File: src/logic/ahbp_pkg.sv
package ahbp_pkg;

	// ************************************************************
	// transfer type and burst encodings
	// ************************************************************
	localparam logic [1:0] TR_IDLE = 2'h0;
	localparam logic [1:0] TR_BUSY = 2'h1;
	localparam logic [1:0] TR_NONSEQ = 2'h2;
	localparam logic [1:0] TR_SEQ = 2'h3;

	localparam logic [2:0] BU_SINGLE = 3'h0;
	localparam logic [2:0] BU_INCR = 3'h1;
	localparam logic [2:0] BU_WRAP4 = 3'h2;
	localparam logic [2:0] BU_INCR4 = 3'h3;
	localparam logic [2:0] BU_WRAP8 = 3'h4;
	localparam logic [2:0] BU_INCR8 = 3'h5;
	localparam logic [2:0] BU_WRAP16 = 3'h6;
	localparam logic [2:0] BU_INCR16 = 3'h7;

	// beats still to come after the first beat of a fixed burst
	localparam logic [4:0] LEFT_NONE = 5'h00;
	localparam logic [4:0] LEFT_AFTER4 = 5'h03;
	localparam logic [4:0] LEFT_AFTER8 = 5'h07;
	localparam logic [4:0] LEFT_AFTER16 = 5'h0f;

	// ************************************************************
	// response encoding and values after reset
	// ************************************************************
	localparam logic RESP_OKAY = 1'b0;
	localparam logic RESP_ERROR = 1'b1;
	localparam logic READY_RST = 1'b1;

	// ************************************************************
	// port sequencer states, gray coded along idle-addr-data
	// ************************************************************
	typedef enum logic [1:0] {
		ST_IDLE = 2'b00,
		ST_ADDR = 2'b01,
		ST_DATA = 2'b11,
		ST_ERR = 2'b10
	} ahbp_state_t;

endpackage : ahbp_pkg

File: src/logic/ahbp_resp_mux.sv
`timescale 1ns/100ps
module ahbp_resp_mux #(
	parameter int SLV_N = 2,
	parameter int DATA_W = 32,
	parameter int RU_W = 1,
	parameter int SEL_W = 1
) (
	// slave selected for the current data phase
	input wire logic [SEL_W-1:0] sel,
	// responses from every slave
	input wire logic [SLV_N-1:0] readyIn,
	input wire logic [SLV_N-1:0] respIn,
	input wire logic [SLV_N*DATA_W-1:0] rdataIn,
	input wire logic [SLV_N*RU_W-1:0] ruserIn,
	// the one answer handed on
	output logic readyOut,
	output logic respOut,
	output logic [DATA_W-1:0] rdataOut,
	output logic [RU_W-1:0] ruserOut
);
	// ************************************************************
	// select the data-phase slave; an unknown index answers ready
	// ************************************************************
	always_comb begin
		readyOut = 1'b1;
		respOut = 1'b0;
		rdataOut = '0;
		ruserOut = '0;
		for (int i = 0; i < SLV_N; i++) begin
			if (sel == SEL_W'(i)) begin
				readyOut = readyIn[i];
				respOut = respIn[i];
				rdataOut = rdataIn[i*DATA_W +: DATA_W];
				ruserOut = ruserIn[i*RU_W +: RU_W];
			end
		end
	end
endmodule : ahbp_resp_mux

File: src/logic/ahbp_port.sv
`timescale 1ns/100ps
module ahbp_port
	import ahbp_pkg::*;
#(
	parameter int ADDR_W = 32,
	parameter int DATA_W = 32,
	parameter int AUSER_W = 0,
	parameter int WUSER_W = 0,
	parameter int RUSER_W = 0,
	parameter int SLV_N = 2,
	parameter int SEL_LSB = 28
) (
	// clock and reset
	input wire logic sys_clk,
	input wire logic resetn,
	// from the upstream master
	input wire logic upSel,
	input wire logic upHready,
	input wire logic [ADDR_W-1:0] upAddr,
	input wire logic [1:0] upTrans,
	input wire logic upWrite,
	input wire logic [2:0] upSize,
	input wire logic [2:0] upBurst,
	input wire logic [3:0] upProt,
	input wire logic upMastlock,
	input wire logic [DATA_W-1:0] upWdata,
	input wire logic [(AUSER_W>0?AUSER_W:1)-1:0] upAuser,
	input wire logic [(WUSER_W>0?WUSER_W:1)-1:0] upWuser,
	// back to the upstream master
	output logic upReadyOutQ,
	output logic upRespQ,
	output logic [DATA_W-1:0] upRdataQ,
	output logic [(RUSER_W>0?RUSER_W:1)-1:0] upRuserQ,
	// toward the downstream slaves
	output logic [SLV_N-1:0] dnSelQ,
	output logic dnHready,
	output logic [ADDR_W-1:0] dnAddrQ,
	output logic [1:0] dnTransQ,
	output logic dnWriteQ,
	output logic [2:0] dnSizeQ,
	output logic [2:0] dnBurstQ,
	output logic [3:0] dnProtQ,
	output logic dnMastlockQ,
	output logic [DATA_W-1:0] dnWdataQ,
	output logic [(AUSER_W>0?AUSER_W:1)-1:0] dnAuserQ,
	output logic [(WUSER_W>0?WUSER_W:1)-1:0] dnWuserQ,
	// answers from the downstream slaves
	input wire logic [SLV_N-1:0] dnReadyOut,
	input wire logic [SLV_N-1:0] dnResp,
	input wire logic [SLV_N*DATA_W-1:0] dnRdata,
	input wire logic [SLV_N*(RUSER_W>0?RUSER_W:1)-1:0] dnRuser
);
	localparam int AU_E = AUSER_W > 0 ? AUSER_W : 1;
	localparam int WU_E = WUSER_W > 0 ? WUSER_W : 1;
	localparam int RU_E = RUSER_W > 0 ? RUSER_W : 1;
	localparam int SEL_W = SLV_N > 1 ? $clog2(SLV_N) : 1;

	ahbp_state_t stateQ, stateD;
	logic [SEL_W-1:0] dataIdxQ, dataIdxD;
	logic [4:0] leftQ, leftD;
	logic [SLV_N-1:0] dnSelD;
	logic [ADDR_W-1:0] dnAddrD;
	logic [1:0] dnTransD;
	logic dnWriteD, dnMastlockD, accept;
	logic [2:0] dnSizeD, dnBurstD;
	logic [3:0] dnProtD;
	logic [DATA_W-1:0] dnWdataD, upRdataD;
	logic [AU_E-1:0] dnAuserD;
	logic [WU_E-1:0] dnWuserD;
	logic [RU_E-1:0] upRuserD;
	logic upReadyOutD, upRespD, muxReady, muxResp;
	logic [DATA_W-1:0] muxRdata;
	logic [RU_E-1:0] muxRuser;
	logic [SEL_W-1:0] addrIdx;

	// ************************************************************
	// response multiplexer over the slaves
	// ************************************************************
	ahbp_resp_mux #(
		.SLV_N(SLV_N),
		.DATA_W(DATA_W),
		.RU_W(RU_E),
		.SEL_W(SEL_W)
	) uRespMux (
		.sel(dataIdxQ),
		.readyIn(dnReadyOut),
		.respIn(dnResp),
		.rdataIn(dnRdata),
		.ruserIn(dnRuser),
		.readyOut(muxReady),
		.respOut(muxResp),
		.rdataOut(muxRdata),
		.ruserOut(muxRuser)
	);

	// shared ready must follow the data-phase slave in the same cycle,
	// so it cannot come from a flop without breaking slave handshakes
	assign dnHready = muxReady;

	// a transfer is taken only when the shared ready says the last ended
	assign accept = upSel && upHready && upReadyOutQ && upTrans[1];
	assign addrIdx = upAddr[SEL_LSB +: SEL_W];

	// ************************************************************
	// sequencer: take upstream beat, replay it downstream, answer
	// ************************************************************
	always_comb begin
		stateD = stateQ;
		dataIdxD = dataIdxQ;
		leftD = leftQ;
		dnSelD = dnSelQ;
		dnAddrD = dnAddrQ;
		dnTransD = dnTransQ;
		dnWriteD = dnWriteQ;
		dnSizeD = dnSizeQ;
		dnBurstD = dnBurstQ;
		dnProtD = dnProtQ;
		dnMastlockD = dnMastlockQ;
		dnAuserD = dnAuserQ;
		dnWdataD = dnWdataQ;
		dnWuserD = dnWuserQ;
		upReadyOutD = upReadyOutQ;
		upRespD = upRespQ;
		upRdataD = upRdataQ;
		upRuserD = upRuserQ;
		unique case (stateQ)
			ST_IDLE: begin
				upRespD = RESP_OKAY;
				if (accept) begin
					stateD = ST_ADDR;
					upReadyOutD = 1'b0;
					dnSelD = '0;
					dnSelD[addrIdx] = 1'b1;
					dnAddrD = upAddr;
					dnTransD = upTrans;
					dnWriteD = upWrite;
					dnSizeD = upSize;
					dnBurstD = upBurst;
					dnProtD = upProt;
					dnMastlockD = upMastlock;
					// address user bits go out with the address
					dnAuserD = AUSER_W > 0 ? upAuser : '0;
					if (upTrans == TR_NONSEQ) begin
						unique case (upBurst)
							BU_WRAP4, BU_INCR4: leftD = LEFT_AFTER4;
							BU_WRAP8, BU_INCR8: leftD = LEFT_AFTER8;
							BU_WRAP16, BU_INCR16: leftD = LEFT_AFTER16;
							default: leftD = LEFT_NONE;
						endcase
					end else if (leftQ != LEFT_NONE) begin
						leftD = leftQ - 5'h01;
					end
				end else if (upSel && upHready && !upMastlock) begin
					dnMastlockD = 1'b0; // lock ends with an unlocked beat
				end
			end
			ST_ADDR: begin
				if (muxReady) begin
					stateD = ST_DATA;
					dataIdxD = dnAddrQ[SEL_LSB +: SEL_W];
					// fixed burst with beats left keeps the burst alive
					dnTransD = leftQ != LEFT_NONE ? TR_BUSY : TR_IDLE;
					// master holds write data while we stall its data phase
					dnWdataD = upWdata;
					dnWuserD = WUSER_W > 0 ? upWuser : '0;
				end
			end
			ST_DATA: begin
				if (muxReady) begin
					upRdataD = muxRdata;
					upRuserD = RUSER_W > 0 ? muxRuser : '0;
					if (muxResp == RESP_ERROR) begin
						stateD = ST_ERR;
						upRespD = RESP_ERROR;
					end else begin
						stateD = ST_IDLE;
						upReadyOutD = 1'b1;
						upRespD = RESP_OKAY;
					end
				end
			end
			ST_ERR: begin
				// second error cycle; the master may drop the burst
				stateD = ST_IDLE;
				upReadyOutD = 1'b1;
				leftD = LEFT_NONE;
				dnTransD = TR_IDLE;
			end
		endcase
	end

	// ************************************************************
	// state registers
	// ************************************************************
	always_ff @(posedge sys_clk or negedge resetn) begin
		if (!resetn) begin
			stateQ <= ST_IDLE;
			dataIdxQ <= '0;
			leftQ <= LEFT_NONE;
			dnSelQ <= '0;
			dnAddrQ <= '0;
			dnTransQ <= TR_IDLE;
			dnWriteQ <= 1'b0;
			dnSizeQ <= '0;
			dnBurstQ <= BU_SINGLE;
			dnProtQ <= '0;
			dnMastlockQ <= 1'b0;
			dnAuserQ <= '0;
			dnWdataQ <= '0;
			dnWuserQ <= '0;
			upReadyOutQ <= READY_RST;
			upRespQ <= RESP_OKAY;
			upRdataQ <= '0;
			upRuserQ <= '0;
		end else begin
			stateQ <= stateD;
			dataIdxQ <= dataIdxD;
			leftQ <= leftD;
			dnSelQ <= dnSelD;
			dnAddrQ <= dnAddrD;
			dnTransQ <= dnTransD;
			dnWriteQ <= dnWriteD;
			dnSizeQ <= dnSizeD;
			dnBurstQ <= dnBurstD;
			dnProtQ <= dnProtD;
			dnMastlockQ <= dnMastlockD;
			dnAuserQ <= dnAuserD;
			dnWdataQ <= dnWdataD;
			dnWuserQ <= dnWuserD;
			upReadyOutQ <= upReadyOutD;
			upRespQ <= upRespD;
			upRdataQ <= upRdataD;
			upRuserQ <= upRuserD;
		end
	end
endmodule : ahbp_port

File: config.mk
export PLATFORM = sky130hd
export DESIGN_NAME = ahbp_port
export DESIGN_NICKNAME = d
export VERILOG_FILES = /design/src/logic/ahbp_pkg.sv /design/src/logic/ahbp_resp_mux.sv /design/src/logic/ahbp_port.sv
export SDC_FILE = /design/constraint.sdc
export NUM_CORES = 1
export LEC_CHECK = 0
export BUFFER_PORTS_ARGS = -buffer_cell sky130_fd_sc_hd__buf_2
export CORE_MARGIN = 1
export CORE_UTILIZATION = 49
export DETAILED_ROUTE_END_ITERATION = 16
export GPL_ROUTABILITY_DRIVEN = 0
export PLACE_DENSITY = 0.85
export SYNTH_ARGS = -nofsm -noshare
export SYNTH_HDL_FRONTEND = slang
export SYNTH_SLANG_ARGS = --single-unit
File: constraint.sdc
create_clock -name sys_clk -period 4.8 [get_ports sys_clk]
set_input_delay 0.72 -clock sys_clk [delete_from_list [all_inputs] [get_ports sys_clk]]
set_output_delay 0.72 -clock sys_clk [all_outputs]
set_load 0.01 [all_outputs]
; ---- Word-level counts from Yosys, hierarchy flattened
; Cells that the tools add are included.
; Widths: inputs -> output; s select.
[totals]
regBits = 122
input_bits = 154
out_inout_bits = 118
elab_cells = 86
[op_classes]
addsub = 1
order_cmp = 2
eq_ne = 15
muxes = 28
n_reduce_logical = 25
[op_table]
columns = op, count
row1 = $mux 32, 1
row2 = $mux 5, 3
row3 = $eq 3x3->1 const B, 4
row4 = $mux 2, 6
row5 = $pmux 4 s3, 1
row6 = $mux 1, 11
row7 = $pmux 5 s2, 1
row8 = $reduce_and 2->1, 5
row9 = $reduce_and 3->1, 3
row10 = $ne 2x2->1 const B, 4
row11 = $pmux 2 s4, 1
row12 = $eq 2x2->1 const B, 3
row13 = $eq 3x2->1 const B, 2
row14 = $pmux 2 s3, 1
row15 = $reduce_bool 2->1, 3
row16 = $reduce_bool 3->1, 2
row17 = $reduce_or 2->1, 3
row18 = $logic_and 1x1->1, 5
row19 = $reduce_bool 5->1, 1
row20 = $sub 5x1->5 const B, 1
row21 = $reduce_and 4->1, 1
row22 = $ne 3x3->1 const B, 1
row23 = $pmux 1 s3, 1
row24 = $eq 2x1->1 const B, 1
row25 = 6 further kinds, 6

; ---- Depth between registers and ports, before layout
[logic_depth]
word_depth = 6
ltp_mapped = 8

; ---- Cells and area by module
; From an unflattened synthesis, not the netlist that was laid out.
[hier_totals]
hier_cells = 450
hier_area_um2 = 5474.0
[modules_own_cells]
columns = module, instances, cells_each, area_each_um2, seq_area_each_um2
row1 = ahbp_port, 1, 411, 4895.9, 3029.2
row2 = ahbp_resp_mux, 1, 39, 578.1, 0.0

; ---- Least setup slack after synthesis
; OpenSTA, ideal clock, no wires.
[synth_timing]
path_type = input -> register
from = input port upTrans[0]
to = register leftQ[0]
setup_time_ns = 0.128
t_arrival_ns = 1.674
required_ns = 4.672
setup_slack_ns = 2.998
cell_stages = 5
cell_sequence = nand2b_1 > clkbuf_1 > nand2_1 > a2bb2oi_2 > mux2_1
[synth_via]
elab_chain_cells = 4
[synth_rtl]
columns = element, line
row1 = from (decl), ahbp_port.sv:20  ; input wire logic [1:0] upTrans,
row2 = $eq 2x2->1 (*), ahbp_port.sv:143  ; if (upTrans == TR_NONSEQ) begin
row3 = $mux 5, ahbp_port.sv:143
row4 = $mux 5, ahbp_port.sv:129  ; if (accept) begin
row5 = $pmux 5 s2, ahbp_port.sv:126  ; unique case (stateQ)
row6 = to (signal assigned), ahbp_port.sv:218  ; leftQ <= leftD;
row7 = to (decl), ahbp_port.sv:60  ; logic [4:0] leftQ, leftD;
; Every way passes the cells marked *; elsewhere a longest branch is shown, timed or not. The select of a mux whose other input is x is not followed.
; A chain may end at the register's enable or synchronous reset.

; ---- Worst setup path in the final report
[layout_timing]
from = register stateQ[0]
to = register leftQ[0]
[layout_via]
elab_chain_cells = 3
[layout_rtl]
columns = element, line
row1 = from (decl), ahbp_port.sv:58  ; ahbp_state_t stateQ, stateD;
row2 = from (signal assigned), ahbp_port.sv:216  ; stateQ <= stateD;
row3 = $logic_not 2->1 / $eq 2x2->1 (equally long branches), ahbp_port.sv:126
row4 = $ne 3x3->1 (no line) (tied with other cells), --
row5 = $reduce_and 3->1 (no line), --
; Several ways; a longest one is shown, not always the timed one.

==> impl_metrics.json <==
{
  "outcome": "finished clean",
  "switching_power_uw": 1750,
  "p_sw_frac": 0.354,
  "fin_area_um2": 7240,
  "avgSynthCellArea_um2": 13.8,
  "cts-hold-fix-buffers": 1,
  "grt_pass1_vias": 4263,
  "hold_class": "primary input to register",
  "cts_setup_buffers": 0,
  "final-setup-viol-count": 0,
  "portBuffers": 264,
  "ios": 272,
  "grt_pass1_wl_mm": 20.6,
  "fin_setup_tns_ns": 0,
  "period_share": 0.483,
  "start_util": 0.511,
  "slew-limit-headroom": 0.169,
  "clk_latency_ns": 0.52,
  "fin_worst_skew_ns": 0.00900,
  "whs_path_depth": 2,
  "ys_async_sr_fraction": 1.00,
  "synth_edf_count": 0,
  "cts_buffer_depth": 2,
  "fp.coreArea_um2": 10500,
  "clk_transition_reported_paths_ns": 0.06,
  "syn_area_um2": 5350,
  "synthCells": 388,
  "drv_slew": 0,
  "dieArea_um2": 11300,
  "seq_power_share": 0.359,
  "path_cells": "inv_1 -> ha_1 -> nand3_1 -> nor2_4 -> buf_4 -> a2bb2oi_2 -> mux2_1",
  "ys_warn_count": 0,
  "diodes": 0,
  "rsz0062_at_grt": "false",
  "drv_cap": 0,
  "reg2regPathDepth": 7,
  "fillers": 766,
  "cts-root-buf": "clkbuf_8",
  "ys_seq_elements": 121,
  "cts_htree_levels": 4,
  "vias": 4034,
  "track_usage": 0.241,
  "fmax_mhz": 432,
  "rrSetupSlack_ns": 2.48,
  "drc_errors": 0,
  "place_area_um2": 6680,
  "drtIter0Drc": 187,
  "syn_to_final_growth_pct": 35.5,
  "cp_slowest_cell": "buf_4",
  "startpoint": "stateQ[0]",
  "cpPeakStageDelay_ns": 0.52,
  "clockPowerShare": 0.237,
  "tightest_slew_ns": 1.24,
  "clock-sinks": 121,
  "hold_viol": 0,
  "cp.required_ns": 5.20,
  "fin_nets": 812,
  "end_kind": "register",
  "numCtsBuffers": 17,
  "grt_antenna_before_repair": 0,
  "timing.rr.start": "stateQ[0]",
  "row_count": 37,
  "power_frac_comb": 0.404,
  "cts_tree": "built",
  "die_h_um": 106,
  "crit_path_start_kind": "register",
  "synth.distinct_cells": 42,
  "crit_arrival_ns": 2.72,
  "wl_per_cell_um": 16.4,
  "place.detailed.hpwl_mm": 9.79,
  "synthFlopType": "dfrtp_1",
  "grt_max_degree": 67,
  "yosysSeqAreaShare": 0.567,
  "ant_nets": 0,
  "overflow": 0,
  "wl_mm": 13.1,
  "drive_above_1_share": 0.509,
  "ctsResizeCount": 0,
  "crit_type": "register to register",
  "final.min_clock_period_ns": 2.32,
  "leakage_uw": 0.00377,
  "vdd_ir_drop_max_v": 0.000391,
  "drtPass1Iterations": 4,
  "hold_path_startpoint": "upAddr[30]",
  "fp.dieW_um": 106,
  "power_density_nw_per_um2": 682,
  "viasPerCell": 5.03,
  "p_int_uw": 3190,
  "crit_fanout": 47
}
==> state kept, by name, indices dropped and copies added (netlist names), 2 cells and up <==
name and count:
dnProtQ 4, dnBurstQ 3, upRdataQ 32, stateQ 2
dnTransQ 2, leftQ 5, dnAddrQ 32, dnWdataQ 32
dnSizeQ 3
==> per-layer routing <==
layer  up-vias  GRT usage  wire length [µm]
li1       1895          -                 -
met1      1946      0.261              5060
met2       169      0.435              6930
met3        24     0.0723               848
met4         0      0.101               292
met5         -          0                 0
==> critical path: cells and delay by family, from the launching register on <==
family | cells | cell delay, ns
AND/OR/NAND/NOR | 2 | 0.32
flip-flops | 1 | 0.42
AO/OA/AOI/OAI | 1 | 0.20
buffers and inverters | 2 | 0.65
adder cells (fa/ha/maj) | 1 | 0.26
multiplexers | 1 | 0.34
==> layout by cell type (no fill, tap or decap), drive strengths merged, types with 2 or more instances in the layout <==
cell and n:
conb 3, clkinvlp 4, clkinv 6, nand2b 4
clkbuf 19, mux2i 34, nor2 34, inv 11
o21ai 4, mux2 82, buf 268, o31ai 3
a21oi 37, nand3 2, nand2 6, dfrtp 120
o21a 3, ha 5, nor2b 3, a211oi 2
==> synthesized netlist by cell type, types with 2 or more instances <==
library cell / number / share of area
o21ai_0: 2 / 0.0019
nor2_1: 33 / 0.023
buf_12: 3 / 0.011
mux2i_1: 33 / 0.062
a21oi_1: 37 / 0.035
buf_4: 13 / 0.018
buf_6: 2 / 0.0042
o21ai_1: 2 / 0.0019
dfrtp_1: 120 / 0.56
nand2b_1: 4 / 0.0047
mux2_4: 30 / 0.084
nor2b_1: 3 / 0.0035
o21a_1: 3 / 0.0042
mux2_1: 52 / 0.11
buf_2: 6 / 0.0056
nand2_1: 5 / 0.0035
inv_1: 8 / 0.0056
o31ai_1: 3 / 0.0042
ha_1: 5 / 0.012
nand3_1: 2 / 0.0019
==> final timing paths <==
path | endpoint
max | leftQ[0]
min | dnAddrQ[30]
max reg2reg | leftQ[0]
min reg2reg | dnAddrQ[6]
max in group asynchronous | dataIdxQ
min in group asynchronous | upRdataQ[11]
==> per-stage QoR <==
stage | hold WS, ns | worst slack [ns] | cells | utilization | total power, µW
2_1_floorplan | 0.424 | 3.00 | 390 | - | 3080
3_3_place_gp | 0.463 | 2.54 | 769 | 0.638 | 3690
3_5_place_dp | 0.468 | 2.46 | 769 | 0.638 | 3790
4_1_cts | 0.387 | 2.45 | 802 | 0.692 | 5000
5_1_grt | 0.393 | 2.28 | 802 | 0.692 | 5230
6_report | 0.414 | 2.48 | 802 | 0.692 | 4940
==> final cells by class <==
| class | count | area, µm² | area share |
|---|---|---|---|
| Sequential cell | 121 | 3030 | 0.418 |
| Tap cell | 136 | 170 | 0.0235 |
| Clock buffer | 19 | 432 | 0.0596 |
| Multi-Input combinational cell | 235 | 2090 | 0.288 |
| Clock inverter | 13 | 123 | 0.0169 |
| Timing Repair Buffer | 269 | 1360 | 0.188 |
| Inverter | 9 | 36.3 | 0.00501 |
==> power by group through the flow <==
stage / sequential [µW] / clock (µW) / combinational, µW
after floorplan: 1960 / 0 / 1120
after detailed placement: 1780 / 0 / 2010
after CTS: 1770 / 1200 / 2020
after global placement: 1750 / 0 / 1940
after global routing: 1830 / 1240 / 2160
final: 1770 / 1170 / 1990
==> cells by family (layout without fill, tap and decap cells) <==
family / count (synthesis) / after routing / share of synthesized area
mux: 116 / 116 / 0.260
buf+inv: 34 / 310 / 0.0468
simple gates: 52 / 52 / 0.0466
flops: 121 / 121 / 0.567
other cells: 1 / 3 / 0.000701
xor+xnor: 1 / 1 / 0.00164
fa+ha+maj: 5 / 5 / 0.0117
compound gates: 58 / 58 / 0.0662
(Power assumes the default switching activity.)
